===== config.mk =====
export PLATFORM = sky130hd
export DESIGN_NAME = tcc_timer_capture
export DESIGN_NICKNAME = d
export VERILOG_FILES = /design/src/shared/tcc_pkg.sv /design/src/shared/tcc_core_if.sv /design/src/rtl/tcc_timer_capture.sv /design/src/rtl/tcc_counter_core.sv /design/src/rtl/tcc_trigger.sv
export SDC_FILE = /design/constraint.sdc
export NUM_CORES = 1
export LEC_CHECK = 0
export BUFFER_PORTS_ARGS = -buffer_cell sky130_fd_sc_hd__buf_2
export CAP_MARGIN = 20
export CORE_MARGIN = 5
export CORE_UTILIZATION = 51
export CTS_CLUSTER_SIZE = 8
export DETAILED_ROUTE_END_ITERATION = 8
export PLACE_DENSITY = 0.78
export SLEW_MARGIN = 0
export SYNTH_ARGS = -nofsm -noshare
export SYNTH_HDL_FRONTEND = slang
export SYNTH_SLANG_ARGS = --single-unit
export TNS_END_PERCENT = 10

===== constraint.sdc =====
create_clock -name i_clk_sys -period 5.42 [get_ports i_clk_sys]
set_input_delay 0.813 -clock i_clk_sys [delete_from_list [all_inputs] [get_ports i_clk_sys]]
set_output_delay 0.813 -clock i_clk_sys [all_outputs]
set_load 0.005 [all_outputs]

===== src/shared/tcc_pkg.sv =====
// constants, types and mode decoding for the timer counter with input capture
package tcc_pkg;

  // ==========================================================
  // widths and fixed values
  localparam int CNT_W = 16;
  localparam int BYTE_W = 8;
  localparam int PRESC_TAPS = 4;
  localparam int SRC_W = 2;
  localparam int FILT_SAMPLES = 4;
  localparam logic [15:0] CNT_ZERO = 16'h0000;
  localparam logic [15:0] CNT_MAX = 16'hffff;
  localparam logic [15:0] TOP_8BIT = 16'h00ff;
  localparam logic [15:0] TOP_9BIT = 16'h01ff;
  localparam logic [15:0] TOP_10BIT = 16'h03ff;
  localparam logic [15:0] CAPTURE_RESET = 16'h0000;
  localparam logic [7:0] TEMP_RESET = 8'h00;
  localparam logic [7:0] RDATA_RESET = 8'h00;

  // ==========================================================
  // clock select codes
  localparam logic [2:0] CS_NONE = 3'h0;
  localparam logic [2:0] CS_SYS = 3'h1;
  localparam logic [2:0] CS_PRE_FIRST = 3'h2;
  localparam logic [2:0] CS_EXT_FALL = 3'h6;
  localparam logic [2:0] CS_EXT_RISE = 3'h7;

  // ==========================================================
  // cpu byte locations, counter classes, top sources
  typedef enum logic [1:0] {
    SEL_CNT_LO = 2'b00,
    SEL_CNT_HI = 2'b01,
    SEL_CAP_LO = 2'b10,
    SEL_CAP_HI = 2'b11
  } tcc_sel_e;

  typedef enum logic [1:0] {
    CLS_NORMAL = 2'b00,
    CLS_CTC = 2'b01,
    CLS_FAST = 2'b10,
    CLS_PHASE = 2'b11
  } tcc_class_e;

  typedef enum logic [2:0] {
    TOPK_MAX = 3'b000,
    TOPK_8 = 3'b001,
    TOPK_9 = 3'b010,
    TOPK_10 = 3'b011,
    TOPK_CMP = 3'b100,
    TOPK_CAP = 3'b101
  } tcc_topk_e;

  function automatic tcc_class_e tcc_mode_class(input logic [3:0] mode);
    case (mode)
      4'h1, 4'h2, 4'h3, 4'h8, 4'h9, 4'ha, 4'hb: tcc_mode_class = CLS_PHASE;
      4'h4, 4'hc: tcc_mode_class = CLS_CTC;
      4'h5, 4'h6, 4'h7, 4'he, 4'hf: tcc_mode_class = CLS_FAST;
      default: tcc_mode_class = CLS_NORMAL;
    endcase
  endfunction

  function automatic tcc_topk_e tcc_top_kind(input logic [3:0] mode);
    case (mode)
      4'h1, 4'h5: tcc_top_kind = TOPK_8;
      4'h2, 4'h6: tcc_top_kind = TOPK_9;
      4'h3, 4'h7: tcc_top_kind = TOPK_10;
      4'h4, 4'h9, 4'hb, 4'hf: tcc_top_kind = TOPK_CMP;
      4'h8, 4'ha, 4'hc, 4'he: tcc_top_kind = TOPK_CAP;
      default: tcc_top_kind = TOPK_MAX;
    endcase
  endfunction

endpackage


===== src/shared/tcc_core_if.sv =====
// link between the timer control logic and the counter core
`timescale 1ns/100ps
`default_nettype none
interface tcc_core_if;
  logic step;
  logic up;
  logic clear;
  logic load;
  logic [tcc_pkg::CNT_W-1:0] load_value;
  logic [tcc_pkg::CNT_W-1:0] value;
  logic at_max;
  logic at_zero;
  modport ctrl (output step, up, clear, load, load_value, input value, at_max, at_zero);
  modport core (input step, up, clear, load, load_value, output value, at_max, at_zero);
endinterface
`default_nettype wire


===== src/rtl/tcc_timer_capture.sv =====
// 16-bit timer counter with shared high-byte register and input capture
`timescale 1ns/100ps
`default_nettype none
module tcc_timer_capture (
  input wire logic i_clk_sys,
  input wire logic i_resetn,
  input wire logic [1:0] i_cpu_select,
  input wire logic i_cpu_read,
  input wire logic i_cpu_write,
  input wire logic [7:0] i_cpu_wdata,
  output logic [7:0] o_cpu_rdata,
  input wire logic [2:0] i_clock_select_field,
  input wire logic [1:0] i_wave_mode_low,
  input wire logic [1:0] i_wave_mode_high,
  input wire logic i_noise_cancel_enable,
  input wire logic i_capture_rising_edge,
  input wire logic i_comparator_capture_select,
  input wire logic i_capture_irq_enable,
  input wire logic i_overflow_irq_enable,
  input wire logic i_capture_flag_clear,
  input wire logic i_capture_irq_ack,
  input wire logic i_overflow_flag_clear,
  input wire logic i_overflow_irq_ack,
  input wire logic [3:0] i_prescale_tick,
  input wire logic i_external_count_pin,
  input wire logic i_capture_pin,
  input wire logic i_comparator_output,
  input wire logic [15:0] i_compare_top,
  output logic [15:0] o_count_value,
  output logic [15:0] o_capture_value,
  output logic o_capture_flag,
  output logic o_overflow_flag,
  output logic o_capture_irq,
  output logic o_overflow_irq
);

  // ==========================================================
  // state
  typedef struct packed {
    logic [7:0] temp;
    logic [15:0] capture;
    logic down;
    logic cap_flag;
    logic ovf_flag;
    logic cap_irq;
    logic ovf_irq;
    logic [7:0] rdata;
  } tcc_top_s;

  localparam tcc_top_s TOP_RESET = '{
    temp: tcc_pkg::TEMP_RESET,
    capture: tcc_pkg::CAPTURE_RESET,
    down: 1'b0,
    cap_flag: 1'b0,
    ovf_flag: 1'b0,
    cap_irq: 1'b0,
    ovf_irq: 1'b0,
    rdata: tcc_pkg::RDATA_RESET
  };

  tcc_top_s top_reg;
  tcc_top_s top_next;

  tcc_core_if core_bus ();

  logic [3:0] mode;
  logic cap_top;
  logic ext_edge;
  logic cap_edge;
  logic tick;
  logic at_top;
  logic [15:0] top_val;
  logic [1:0] tap;
  tcc_pkg::tcc_class_e cls;

  // mode split across both control registers
  assign mode = {i_wave_mode_high, i_wave_mode_low};
  // trigger idle when capture is the top
  assign cap_top = (tcc_pkg::tcc_top_kind(mode) == tcc_pkg::TOPK_CAP);

  // ==========================================================
  // inputs from pins
  tcc_trigger u_ext_pin (
    .i_clk_sys(i_clk_sys),
    .i_resetn(i_resetn),
    .i_raw({1'b0, i_external_count_pin}),
    .i_source_select(1'b0),
    .i_filter_enable(1'b0),
    .i_rising(i_clock_select_field == tcc_pkg::CS_EXT_RISE),
    .i_enable(1'b1),
    .o_edge(ext_edge)
  );

  // same sync and edge path as the count pin
  // the pin level is watched, whoever drives it
  tcc_trigger u_capture_trig (
    .i_clk_sys(i_clk_sys),
    .i_resetn(i_resetn),
    .i_raw({i_comparator_output, i_capture_pin}),
    .i_source_select(i_comparator_capture_select),
    .i_filter_enable(i_noise_cancel_enable),
    .i_rising(i_capture_rising_edge),
    .i_enable(!cap_top),
    .o_edge(cap_edge)
  );

  tcc_counter_core u_core (
    .i_clk_sys(i_clk_sys),
    .i_resetn(i_resetn),
    .bus(core_bus)
  );

  // ==========================================================
  // next state
  always_comb begin
    top_next = top_reg;
    cls = tcc_pkg::tcc_mode_class(mode);
    tap = 2'(i_clock_select_field - tcc_pkg::CS_PRE_FIRST);
    case (i_clock_select_field)
      tcc_pkg::CS_NONE: tick = 1'b0;
      tcc_pkg::CS_SYS: tick = 1'b1;
      tcc_pkg::CS_EXT_FALL: tick = ext_edge;
      tcc_pkg::CS_EXT_RISE: tick = ext_edge;
      default: tick = i_prescale_tick[tap];
    endcase
    case (tcc_pkg::tcc_top_kind(mode))
      tcc_pkg::TOPK_8: top_val = tcc_pkg::TOP_8BIT;
      tcc_pkg::TOPK_9: top_val = tcc_pkg::TOP_9BIT;
      tcc_pkg::TOPK_10: top_val = tcc_pkg::TOP_10BIT;
      tcc_pkg::TOPK_CMP: top_val = i_compare_top;
      tcc_pkg::TOPK_CAP: top_val = top_reg.capture;
      default: top_val = tcc_pkg::CNT_MAX;
    endcase
    at_top = (core_bus.value == top_val);
    core_bus.step = 1'b0;
    core_bus.up = 1'b1;
    core_bus.clear = 1'b0;
    core_bus.load = 1'b0;
    core_bus.load_value = {top_reg.temp, i_cpu_wdata};

    // ----------------------------------------------------------
    // flag clears first so a same-cycle set wins
    // ack or write-one clears
    if (i_capture_flag_clear || i_capture_irq_ack) begin
      top_next.cap_flag = 1'b0;
    end
    if (i_overflow_flag_clear || i_overflow_irq_ack) begin
      top_next.ovf_flag = 1'b0;
    end

    // ----------------------------------------------------------
    // counting sequence per tick
    if (cls != tcc_pkg::CLS_PHASE) begin
      top_next.down = 1'b0;
    end
    if (tick) begin
      if (cls == tcc_pkg::CLS_PHASE) begin
        core_bus.step = 1'b1;
        if (!top_reg.down && at_top) begin
          top_next.down = 1'b1;
          core_bus.up = 1'b0;
        end else if (top_reg.down && core_bus.at_zero) begin
          top_next.down = 1'b0;
          top_next.ovf_flag = 1'b1;
        end else begin
          core_bus.up = !top_reg.down;
        end
      end else begin
        // clear at top, else step up
        if (at_top) begin
          core_bus.clear = 1'b1;
        end else begin
          core_bus.step = 1'b1;
        end
        // fast overflows at top, others at max
        if (cls == tcc_pkg::CLS_FAST ? at_top : core_bus.at_max) begin
          top_next.ovf_flag = 1'b1;
        end
      end
    end

    // ----------------------------------------------------------
    // cpu byte access; a write in the same cycle as a read wins on temp
    if (i_cpu_read) begin
      case (tcc_pkg::tcc_sel_e'(i_cpu_select))
        // low read latches high into temp
        tcc_pkg::SEL_CNT_LO: begin
          top_next.rdata = core_bus.value[7:0];
          top_next.temp = core_bus.value[15:8];
        end
        tcc_pkg::SEL_CAP_LO: begin
          top_next.rdata = top_reg.capture[7:0];
          top_next.temp = top_reg.capture[15:8];
        end
        default: top_next.rdata = top_reg.temp;
      endcase
    end
    if (i_cpu_write) begin
      case (tcc_pkg::tcc_sel_e'(i_cpu_select))
        // load works whether or not ticks run
        // load has priority in the core
        tcc_pkg::SEL_CNT_LO: core_bus.load = 1'b1;
        // only while capture sets the top
        tcc_pkg::SEL_CAP_LO: begin
          if (cap_top) begin
            top_next.capture = {top_reg.temp, i_cpu_wdata};
          end
        end
        default: top_next.temp = i_cpu_wdata;
      endcase
    end

    // ----------------------------------------------------------
    // copy the full count on an edge
    // a source switch edge lands here too
    if (cap_edge) begin
      top_next.capture = core_bus.value;
      top_next.cap_flag = 1'b1;
    end
    top_next.cap_irq = top_next.cap_flag & i_capture_irq_enable;
    top_next.ovf_irq = top_next.ovf_flag & i_overflow_irq_enable;
  end

  always_ff @(posedge i_clk_sys) begin
    if (!i_resetn) begin
      top_reg <= TOP_RESET;
    end else begin
      top_reg <= top_next;
    end
  end

  // ==========================================================
  // outputs
  assign o_cpu_rdata = top_reg.rdata;
  assign o_count_value = core_bus.value;
  assign o_capture_value = top_reg.capture;
  assign o_capture_flag = top_reg.cap_flag;
  assign o_overflow_flag = top_reg.ovf_flag;
  assign o_capture_irq = top_reg.cap_irq;
  assign o_overflow_irq = top_reg.ovf_irq;
endmodule
`default_nettype wire


===== src/rtl/tcc_counter_core.sv =====
// 16-bit up/down counter with load, clear and end indications
`timescale 1ns/100ps
`default_nettype none
module tcc_counter_core (
  input wire logic i_clk_sys,
  input wire logic i_resetn,
  tcc_core_if.core bus
);
  typedef struct packed {
    logic [tcc_pkg::CNT_W-1:0] value;
  } tcc_core_s;

  tcc_core_s core_reg;
  tcc_core_s core_next;

  always_comb begin
    core_next = core_reg;
    if (bus.load) begin
      core_next.value = bus.load_value;
    end else if (bus.clear) begin
      core_next.value = tcc_pkg::CNT_ZERO;
    end else if (bus.step) begin
      core_next.value = bus.up ? 16'(core_reg.value + 16'h0001)
                               : 16'(core_reg.value - 16'h0001);
    end
  end

  always_ff @(posedge i_clk_sys) begin
    if (!i_resetn) begin
      core_reg <= '{value: tcc_pkg::CNT_ZERO};
    end else begin
      core_reg <= core_next;
    end
  end

  assign bus.value = core_reg.value;
  assign bus.at_max = (core_reg.value == tcc_pkg::CNT_MAX);
  assign bus.at_zero = (core_reg.value == tcc_pkg::CNT_ZERO);
endmodule
`default_nettype wire


===== src/rtl/tcc_trigger.sv =====
// pin synchroniser, source mux, four-sample filter and edge detector
`timescale 1ns/100ps
`default_nettype none
module tcc_trigger (
  input wire logic i_clk_sys,
  input wire logic i_resetn,
  input wire logic [tcc_pkg::SRC_W-1:0] i_raw,
  input wire logic i_source_select,
  input wire logic i_filter_enable,
  input wire logic i_rising,
  input wire logic i_enable,
  output logic o_edge
);
  typedef struct packed {
    logic [tcc_pkg::SRC_W-1:0] meta;
    logic [tcc_pkg::SRC_W-1:0] sync;
    logic [tcc_pkg::FILT_SAMPLES-1:0] hist;
    logic filt;
    logic prev;
    logic edge_hit;
  } tcc_trig_s;

  tcc_trig_s trig_reg;
  tcc_trig_s trig_next;

  always_comb begin
    logic src;
    logic sample;
    src = 1'b0;
    sample = 1'b0;
    trig_next = trig_reg;
    trig_next.meta = i_raw;
    trig_next.sync = trig_reg.meta;
    src = trig_reg.sync[i_source_select];
    trig_next.hist = {trig_reg.hist[tcc_pkg::FILT_SAMPLES-2:0], src};
    if (&trig_next.hist) begin
      trig_next.filt = 1'b1;
    end else if (~|trig_next.hist) begin
      trig_next.filt = 1'b0;
    end
    sample = i_filter_enable ? trig_reg.filt : src;
    trig_next.prev = sample;
    trig_next.edge_hit = i_enable & (i_rising ? (sample & ~trig_reg.prev)
                                              : (~sample & trig_reg.prev));
  end

  always_ff @(posedge i_clk_sys) begin
    if (!i_resetn) begin
      trig_reg <= '0;
    end else begin
      trig_reg <= trig_next;
    end
  end

  assign o_edge = trig_reg.edge_hit;
endmodule
`default_nettype wire


# Word-level counts from Yosys, hierarchy flattened
# Memory sizes are Yosys's and may differ from the RTL's.
# Index checks and enable logic that the tools add are counted.
[word_totals]
register_bits = 67
latchBits = 0
mem_bits_rw = 0
rom_bits = 128
inputBits = 53
mem_count = 3
[classes]
addsub = 3
n_mul = 0
div_mod_pow = 0
order_cmp = 2
n_eq_ne = 16
n_shift = 0
muxes = 49
n_bitwise = 11
n_reduce_logical = 18
[mem_list]
columns = ["memory", "depth", "word_bits", "read_ports", "rd_ports_with_merged_regs", "write_ports", "line", "text"]
rows = [
  ["(name not given)", 16, 3, 1, 0, 0, "tcc_pkg.sv:63", "case (mode)"],
  ["(name not given)", 16, 3, 1, 0, 0, "tcc_pkg.sv:63", ""],
  ["(name not given)", 16, 2, 1, 0, 0, "tcc_pkg.sv:54", "case (mode)"],
]
[ops]
columns = ["cell", "count"]
rows = [
  ["$mux 16", 7],
  ["$pmux 16 s5", 1],
  ["$mux 1", 34],
  ["$pmux 8 s2", 2],
  ["$mux 24", 1],
  ["$add 16x1->16 const B", 1],
  ["$eq 16x16->1", 1],
  ["$eq 16x16->1 const B", 1],
  ["$logic_not 16->1", 1],
  ["$mux 8", 2],
  ["$sub 16x1->16 const B", 1],
  ["$eq 3x3->1 const B", 5],
  ["$and 1x1->1", 7],
  ["$eq 2x2->1 const B", 3],
  ["$eq 3x1->1 const B", 2],
  ["$eq 3x2->1 const B", 2],
  ["$reduce_bool 2->1", 3],
  ["$not 1->1", 4],
  ["$reduce_and 4->1", 1],
  ["$reduce_or 2->1", 2],
  ["$reduce_or 4->1", 1],
  ["$logic_not 3->1", 1],
  ["$lt 2x3->1 const B", 1],
  ["$pmux 1 s3", 1],
  ["11 further kinds", 14],
]

# Depth between registers and ports, before layout
# Gate-level depths: netlist of run 1.
# An unclocked memory read counts as a cell.
[depth]
word_depth = 12
depth_mapped = 22

# Hierarchy
# A second synthesis of run 1 with hierarchy kept.
[hier_totals]
hier_cells = 586
hier_area_um2 = 5009.8
[by_module_without_submodules]
columns = ["mod", "instances", "cells_per_inst", "area_each_um2", "seq_area_each_um2"]
rows = [
  ["tcc_timer_capture", 1, 341, 2830.2, 740.7],
  ["tcc_counter_core", 1, 189, 1514.0, 320.3],
  ["tcc_trigger", 2, 28, 332.8, 200.2],
]

# Worst setup path before layout of run 1
# No wires, ideal clock.
[synth_path]
path_kind = "input to register"
startpoint = "input i_wave_mode_low[0]"
endpoint = "register u_core.core_reg, in the netlist u_core.bus.value[15]"
setup_ns = 0.130
arrival_time_ns = 5.488
slack_ns = -0.198
path_stages = 22
n_path_buf = 2
path_cell_list = "buf_4 nor2_1 ha_1 or4b_1 o21ai_2 buf_6 a221oi_2 xnor2_1 nor4b_2 nand4_1 nor2_1 o21a_1 ha_1 a21o_1 a211o_1 a2111oi_2 nor3_1 a2111oi_2 o21bai_1 a21oi_1 xnor2_1 o22ai_2"
[synth_via]
elab_chain_cells = 12
[synth_lines]
columns = ["item", "line", "text"]
rows = [
  ["from (decl)", "tcc_timer_capture.sv:13", "input wire logic [1:0] i_wave_mode_low,"],
  ["$mem_v2 16x3", "--", ""],
  ["$eq 3x3->1, or another cell as far along", "tcc_timer_capture.sv:126", "case (tcc_pkg::tcc_top_kind(mode))"],
  ["$pmux 16 s5", "tcc_timer_capture.sv:126", ""],
  ["$eq 16x16->1", "tcc_timer_capture.sv:134", "at_top = (core_bus.value == top_val);"],
  ["$logic_and 1x1->1", "tcc_timer_capture.sv:159", "if (!top_reg.down && at_top) begin"],
  ["$mux 1", "tcc_timer_capture.sv:159", ""],
  ["$mux 1", "tcc_timer_capture.sv:157", "if (cls == tcc_pkg::CLS_PHASE) begin"],
  ["$mux 1", "tcc_timer_capture.sv:156", "if (tick) begin"],
  ["$mux 16", "tcc_counter_core.sv:23", "core_next.value = bus.up ? 16'(core_reg.value + 16'h0001)"],
  ["$mux 16", "tcc_counter_core.sv:22", "end else if (bus.step) begin"],
  ["$mux 16", "tcc_counter_core.sv:20", "end else if (bus.clear) begin"],
  ["$mux 16", "tcc_counter_core.sv:18", "if (bus.load) begin"],
  ["to (signal assigned)", "tcc_counter_core.sv:30", "core_reg <= '{value: tcc_pkg::CNT_ZERO};"],
  ["to (signal assigned)", "tcc_counter_core.sv:32", "core_reg <= core_next;"],
  ["to (decl)", "tcc_counter_core.sv:13", "tcc_core_s core_reg;"],
]
# Parallel ways exist; a longest one is shown, timed or not. The select of a mux whose other input is x is not followed.
# A chain may end at the register's enable or synchronous reset.

# Worst setup path after layout of run 1
# Same ends and word-level chain as after synthesis.

==> results of run 1 <==
==> what timing repair did <==
item,4_1_cts,5_1_grt
setup endpoints to repair,0,2
buffers inserted,0,1
gates resized for setup,0,2
==> cell type report <==
class | count | area (sq um) | area share [%]
multi-input cells | 458 | 3186 | 57.19
flip-flops and latches | 67 | 1341 | 24.08
repair buffers | 117 | 638.1 | 11.46
well taps | 129 | 161.4 | 2.898
clock buffers | 10 | 127.6 | 2.291
clock inverters | 6 | 90.09 | 1.617
inverters | 7 | 26.28 | 0.4717
==> worst max-delay path by stage <==
stage | start | end | slack, ns | depth (start not counted)
floorplan | i_wave_mode_low[0] | u_core.bus.value[15] | 0.03 | 22
global placement | i_wave_mode_low[0] | u_core.bus.value[15] | 0.12 | 21
detailed placement | i_wave_mode_low[0] | u_core.bus.value[15] | -0.05 | 22
CTS | i_wave_mode_low[0] | u_core.bus.value[15] | 0.32 | 22
global route | i_wave_mode_low[0] | u_core.bus.value[15] | 0.01 | 23
finish | i_wave_mode_low[0] | u_core.bus.value[15] | 0.35 | 22
==> placed cells by master (no fill, tap or decap), types with 5 or more instances in the layout <==
master and count:
a211oi_1 11, clkbuf_8 9, nor3_1 5, buf_2 96
ha_1 17, nand3_1 24, a221oi_2 13, mux2i_1 24
inv_1 7, nor2b_1 18, o21ai_0 25, buf_4 21
nand2b_1 7, dfxtp_1 67, and3_1 17, nor2_1 52
xnor2_1 22, a221oi_1 6, a21oi_1 64, xor2_1 5
nand2_1 44, and2_1 15, o211ai_1 6, nand4_1 5
==> worst max-delay path: cells and delay by family <==
| family | cells | cell delay (ns) |
|---|---|---|
| XOR/XNOR | 2 | 0.31 |
| adder cells (fa/ha/maj) | 2 | 0.47 |
| AND/OR/NAND/NOR | 6 | 1.46 |
| buffers and inverters | 2 | 0.26 |
| AO/OA/AOI/OAI | 10 | 1.99 |
==> kinds of logic after synthesis <==
logic type	after synthesis	share of synthesized area (%)
buffers and inverters	71	8.410
xor gates and xnor gates	29	5.691
adders and majority gates	18	4.726
DFF	67	27.24
AOI/OAI and AO/OA	164	23.98
and+or+nand+nor	220	24.16
muxes	27	5.793
==> layer usage <==
metal | vias to the layer above | wire length (microns) | share of wire, % | GRT usage [%]
met5 | - | 0 | 0 | 0
met4 | 0 | 619 | 4.2 | 10.28
met3 | 58 | 1673 | 11 | 6.030
met2 | 280 | 6664 | 46 | 39.65
met1 | 2211 | 5627 | 39 | 32.38
li1 | 2268 | - | - | -
==> synthesized netlist by cell type (3+ instances only) <==
| library cell | number | share of area [%] |
|---|---|---|
| a211oi_1 | 11 | 1.7 |
| a21o_1 | 4 | 0.61 |
| a21oi_1 | 64 | 6.5 |
| a221oi_1 | 8 | 1.4 |
| a221oi_2 | 11 | 3.4 |
| a31oi_1 | 4 | 0.51 |
| and2_1 | 15 | 1.9 |
| and3_1 | 17 | 2.2 |
| buf_1 | 3 | 0.23 |
| buf_2 | 3 | 0.30 |
| buf_4 | 29 | 4.4 |
| buf_6 | 4 | 0.91 |
| clkbuf_1 | 24 | 1.8 |
| dfxtp_1 | 67 | 27 |
| ha_1 | 17 | 4.3 |
| inv_1 | 7 | 0.53 |
| mux2i_1 | 24 | 4.9 |
| nand2_1 | 44 | 3.4 |
| nand2b_1 | 7 | 0.89 |
| nand3_1 | 24 | 2.4 |
| nand3b_1 | 4 | 0.61 |
| nand4_1 | 5 | 0.64 |
| nor2_1 | 53 | 4.0 |
| nor2b_1 | 18 | 2.3 |
| nor3_1 | 5 | 0.51 |
| nor3b_1 | 4 | 0.61 |
| o211ai_1 | 6 | 0.91 |
| o21a_1 | 3 | 0.46 |
| o21ai_0 | 26 | 2.6 |
| o31ai_1 | 4 | 0.61 |
| xnor2_1 | 22 | 3.9 |
| xor2_1 | 5 | 0.89 |
==> power by group through the flow <==
stage	Combinational, mW	Sequential [mW]	Clock [mW]
6_report	0.236	0.534	0.457
5_1_grt	0.257	0.535	0.488
4_1_cts	0.232	0.533	0.466
3_5_place_dp	0.231	0.544	0
3_3_place_gp	0.225	0.543	0
2_1_floorplan	0.169	0.533	0
==> flow_metrics.env, run 1 <==
export IMPL_fin_ws_ns=0.3510
export IMPL_fin_crit_ns=5.069
export IMPL_grt_usage_pct=24.92
export IMPL_initial_utilization_pct=52.80
export IMPL_synth_edf_count=0
export IMPL_dp_final_hpwl_mm=10.78
export IMPL_synth_seq_area_share_pct=27.24
export IMPL_die_h_microns=108.3
export IMPL_ios=97
export IMPL_hp_class="reg -> reg"
export IMPL_vdd_ir_drop_max_v=0.0001462
export IMPL_syn_cell_area_sq_um=4925
export IMPL_numPortBuffers=96
export IMPL_grt_max_degree=34
export IMPL_synthArstFlopShare_pct=0
export IMPL_core_area_sq_um=9328
export IMPL_diodes=0
export IMPL_drive_above_1_share_pct=26.32
export IMPL_gp_congestion=0.9718
export IMPL_hold_start="u_capture_trig.trig_next[7]"
export IMPL_hold_viol=0
export IMPL_cp_slowest_stage_delay_ns=0.45
export IMPL_die_area_sq_um=11720
export IMPL_status="finished clean"
export IMPL_slowest_stage="or4b_1"
export IMPL_via_per_inst=6.067
export IMPL_final_cell_area_sq_um=5570
export IMPL_final_max_slew_viol_count=0
export IMPL_fin_skew_ns=0.008907
export IMPL_globalRouteOverflowTotal=0
export IMPL_swShare_pct=29.13
export IMPL_wl_per_cell_microns=18.37
export IMPL_antenna_found_initial=0
export IMPL_arrival_ns=5.30
export IMPL_first_iter_violations=415
export IMPL_drt_pass1_iterations=5
export IMPL_grt_pass1_wl_mm=22.96
export IMPL_cts_sinks=67
export IMPL_hold_path_cell_count=1
export IMPL_r2r_start="u_core.bus.value[1]"
export IMPL_synthesis_nets=667
export IMPL_crit_fanout=9
export IMPL_finalCritPeriodShare_pct=93.52
export IMPL_pwr_share_seq_pct=43.5
export IMPL_avgSynthCellArea_sq_um=8.263
export IMPL_power_density_nw_per_um2=220.4
export IMPL_required_ns=5.65
export IMPL_setup_violations=0
export IMPL_clk_latency_ns=0.35
export IMPL_r2r_end="u_core.bus.value[15]"
export IMPL_die_w_microns=108.3
export IMPL_cts_root_buf="clkbuf_8"
export IMPL_ys_warnings_count=0
export IMPL_antenna_left=0
export IMPL_worstSetupEndpointType="flip-flop"
export IMPL_area_growth_pct=13.11
export IMPL_place_area_sq_um=5325
export IMPL_syn_inst=596
export IMPL_clk_pin_slew_ns=0.08
export IMPL_holdPathEnd="u_capture_trig.trig_reg[7]"
export IMPL_placed_cells=776
export IMPL_tightest_slew_ns=1.095
export IMPL_p_sw_uw=357.5
export IMPL_grt_pass1_vias=4612
export IMPL_dp_slack_ns=-0.04618
export IMPL_crit_type="in -> reg"
export IMPL_relSlewSlack_pct=26.88
export IMPL_cts_tree="built"
export IMPL_ctsHoldBuffers=0
export IMPL_holdWs_ns=0.4357
export IMPL_vias=4817
export IMPL_clockBufferDepth=2
export IMPL_path_cells="buf_2 -> nor2_2 -> ha_1 -> or4b_1 -> o21ai_2 -> a221oi_2 -> xnor2_1 -> nor4b_2 -> nand4_1 -> nor2_1 -> o21a_2 -> buf_4 -> ha_1 -> a21oi_1 -> o21ai_0 -> a2111oi_2 -> nor3_1 -> a2111oi_2 -> o21bai_1 -> a21oi_1 -> xnor2_1 -> o22ai_2"
export IMPL_yosys_register_bits=67
export IMPL_fillers=854
export IMPL_cap_violations=0
export IMPL_clockPowerShare_pct=37.3
export IMPL_num_rows=35
export IMPL_synth_distinct_cells=76
export IMPL_start_kind="input pin"
export IMPL_setup_tns_ns=0
export IMPL_cts_buffers=9
export IMPL_rsz0062_at_grt="no"
export IMPL_ys_flop_type="dfxtp_1"
export IMPL_drt_total_wl_mm=14.58
export IMPL_layout_cells_non_filler=794
export IMPL_htree_levels=3
export IMPL_reg2reg_slack_ns=1.20
export IMPL_rr_worst_depth=15
export IMPL_nNetsFinal=731
export IMPL_finalCoreUtilization_pct=59.72
export IMPL_internal_power_uw=870.0
export IMPL_leakagePower_nw=2.407
export IMPL_power_mw=1.228
export IMPL_pwr_share_comb_pct=19.2
export IMPL_drcViolationCount=0
export IMPL_fmax_mhz=197.3
(Power assumes the default switching activity.)
==> run 2, diff against run 1 <==
Settings changed: CTS_CLUSTER_SIZE 8 to 40, REMOVE_ABC_BUFFERS set to 1.
==> run 2 against run 1 <==
  * First-iteration DRC count increased by 13%
  * Design area increased by 2.4%
  * Maximum frequency decreased by 0.86%
  * Wire length increased by 3.3%
  * Cell count increased by 1.9%
==> flow_metrics.env, run 2 (synthesized netlist as in run 1, its figures left out) <==
export IMPL_grt_usage_pct=25.20
export IMPL_place_area_sq_um=5419
export IMPL_rsz0062_at_grt="no"
export IMPL_path_delay_family="compound AO/OA/AOI/OAI gates"
export IMPL_reg2reg_slack_ns=1.22
export IMPL_setup_violations=0
export IMPL_layout_cells_non_filler=809
export IMPL_initial_utilization_pct=52.80
export IMPL_grt_pass1_wl_mm=23.45
export IMPL_wl_per_cell_microns=18.62
export IMPL_worstSetupEndpointType="flip-flop"
export IMPL_grt_max_degree=39
export IMPL_slowest_stage="or4b_4"
export IMPL_grt_pass1_vias=4600
export IMPL_htree_levels=3
export IMPL_placed_cells=789
export IMPL_power_density_nw_per_um2=213.5
export IMPL_cts_tree="built"
export IMPL_hold_viol=0
export IMPL_r2r_start="u_core.bus.value[0]"
export IMPL_diodes=0
export IMPL_gp_congestion=0.9622
export IMPL_final_cell_area_sq_um=5704
export IMPL_globalRouteOverflowTotal=0
export IMPL_dp_final_hpwl_mm=10.98
export IMPL_ios=97
export IMPL_clockBufferDepth=2
export IMPL_drt_pass1_iterations=5
export IMPL_die_w_microns=108.3
export IMPL_hp_class="reg -> reg"
export IMPL_path_depth=21
export IMPL_cts_root_buf="clkbuf_8"
export IMPL_drcViolationCount=0
export IMPL_cp_startpoint="i_wave_mode_low[0]"
export IMPL_rr_worst_depth=14
export IMPL_start_kind="input pin"
export IMPL_cts_sinks=67
export IMPL_finalCritPeriodShare_pct=94.33
export IMPL_drive_above_1_share_pct=27.79
export IMPL_fin_crit_ns=5.113
export IMPL_final_cell_mix="96 x buf_2, 67 x dfxtp_1, 64 x a21oi_1"
export IMPL_clk_latency_ns=0.35
export IMPL_path_cells="buf_2 -> nor2_1 -> ha_1 -> or4b_4 -> o21ai_2 -> a221oi_2 -> xnor2_1 -> nor4_4 -> nand4_1 -> nor2_1 -> o21a_2 -> ha_1 -> a21o_1 -> a211o_1 -> a2111oi_4 -> nor3_1 -> a2111oi_2 -> o21bai_1 -> a21oi_1 -> xnor2_1 -> o22ai_2"
export IMPL_final_max_slew_viol_count=0
export IMPL_numPortBuffers=96
export IMPL_core_area_sq_um=9328
export IMPL_die_area_sq_um=11720
export IMPL_antenna_left=0
export IMPL_arrival_ns=5.33
export IMPL_fin_skew_ns=0.01221
export IMPL_vias=4913
export IMPL_vdd_ir_drop_max_v=0.0001189
export IMPL_nNetsFinal=746
export IMPL_num_rows=35
export IMPL_status="finished clean"
export IMPL_cap_violations=0
export IMPL_fmax_mhz=195.6
export IMPL_crit_fanout=5
export IMPL_clk_pin_slew_ns=0.08
export IMPL_first_iter_violations=470
export IMPL_crit_type="in -> reg"
export IMPL_cts_buffers=9
export IMPL_cp_slowest_stage_delay_ns=0.51
export IMPL_tightest_slew_ns=1.018
export IMPL_required_ns=5.63
export IMPL_antenna_found_initial=0
export IMPL_final_common_cell="buf_2"
export IMPL_drt_total_wl_mm=15.06
export IMPL_r2r_end="u_core.bus.value[15]"
export IMPL_area_growth_pct=15.83
export IMPL_finalCoreUtilization_pct=61.15
export IMPL_leakagePower_nw=2.483
export IMPL_relSlewSlack_pct=32.00
export IMPL_via_per_inst=6.073
export IMPL_critPathCapture="u_core.bus.value[15]"
export IMPL_die_h_microns=108.3
export IMPL_cp_buffers_inverters=1
[run 2: cell count changes in the layout (fill, tap and decap cells not counted), moves of 2 or more]
cell	previous run	this run
a221oi_1	6	8
buf_4	21	34
inv_6	0	2
a221oi_2	13	11
[run 2: per-stage QoR]
step	hold WS [ns]	total power, mW	setup WS (ns)	setup TNS (ns)
after floorplan	0.4118	0.6734	-0.2527	-0.4223
after global placement	0.4137	0.7717	0.01437	0
after detailed placement	0.4224	0.7813	-0.2244	-0.4875
after CTS	0.4474	1.214	0.1082	0
after global routing	0.4657	1.272	0.01354	0
final	0.4398	1.218	0.3071	0
[run 2: worst register-to-register path, stage by stage (launching register included)]
cell	delay [ns]
dfxtp_1	0.46
or4_1	0.57
nor4_1	0.45
nor3b_1	0.13
o21a_2	0.18
ha_1	0.28
a21o_1	0.20
a211o_1	0.37
a2111oi_4	0.39
nor3_1	0.11
a2111oi_2	0.40
o21bai_1	0.10
a21oi_1	0.18
xnor2_1	0.15
o22ai_2	0.09
[run 2: layer usage]
layer  GRT usage [%]  vias up  routed length (microns)
met5               0        -                        0
met4           11.18        0                      509
met3           4.358       43                     1343
met2           41.92      260                     7249
met1           31.97     2329                     5961
li1                -     2281                        -
[run 2: what timing repair did]
action	in CTS	in global routing
setup buffers	0	2
resized for setup	0	5
setup endpoints to repair	0	3
hold buffers	0	0
[run 2: final cells by class]
class / count / area, sq um
inverters: 7 / 26.28
fillers: 811 / 3623
well taps: 129 / 161.4
repair buffers: 131 / 763.2
clock inverters: 6 / 71.32
multi-input cells: 459 / 3203
clock buffers: 10 / 137.6
flip-flops and latches: 67 / 1341
[run 2: worst min-delay path by stage]
stage / startpoint / to / slack (ns) / cells after the start
final: u_capture_trig.trig_next[8] / u_capture_trig.trig_reg[8] / 0.44 / 1
after global routing: u_ext_pin.trig_next[7] / u_ext_pin.trig_reg[7] / 0.47 / 1
after CTS: u_ext_pin.trig_next[7] / u_ext_pin.trig_reg[7] / 0.45 / 1
after detailed placement: u_capture_trig.trig_next[8] / u_capture_trig.trig_reg[8] / 0.42 / 1
after global placement: u_capture_trig.trig_next[7] / u_capture_trig.trig_reg[7] / 0.41 / 1
after floorplan: u_capture_trig.trig_next[7] / u_capture_trig.trig_reg[7] / 0.41 / 1
[run 2: power by group]
group	switching, mW	leakage, nW	internal [mW]
sequential	0.0288	0.544	0.508
combinational	0.134	1.84	0.108
clock	0.210	0.0995	0.229
total	0.373	2.48	0.845
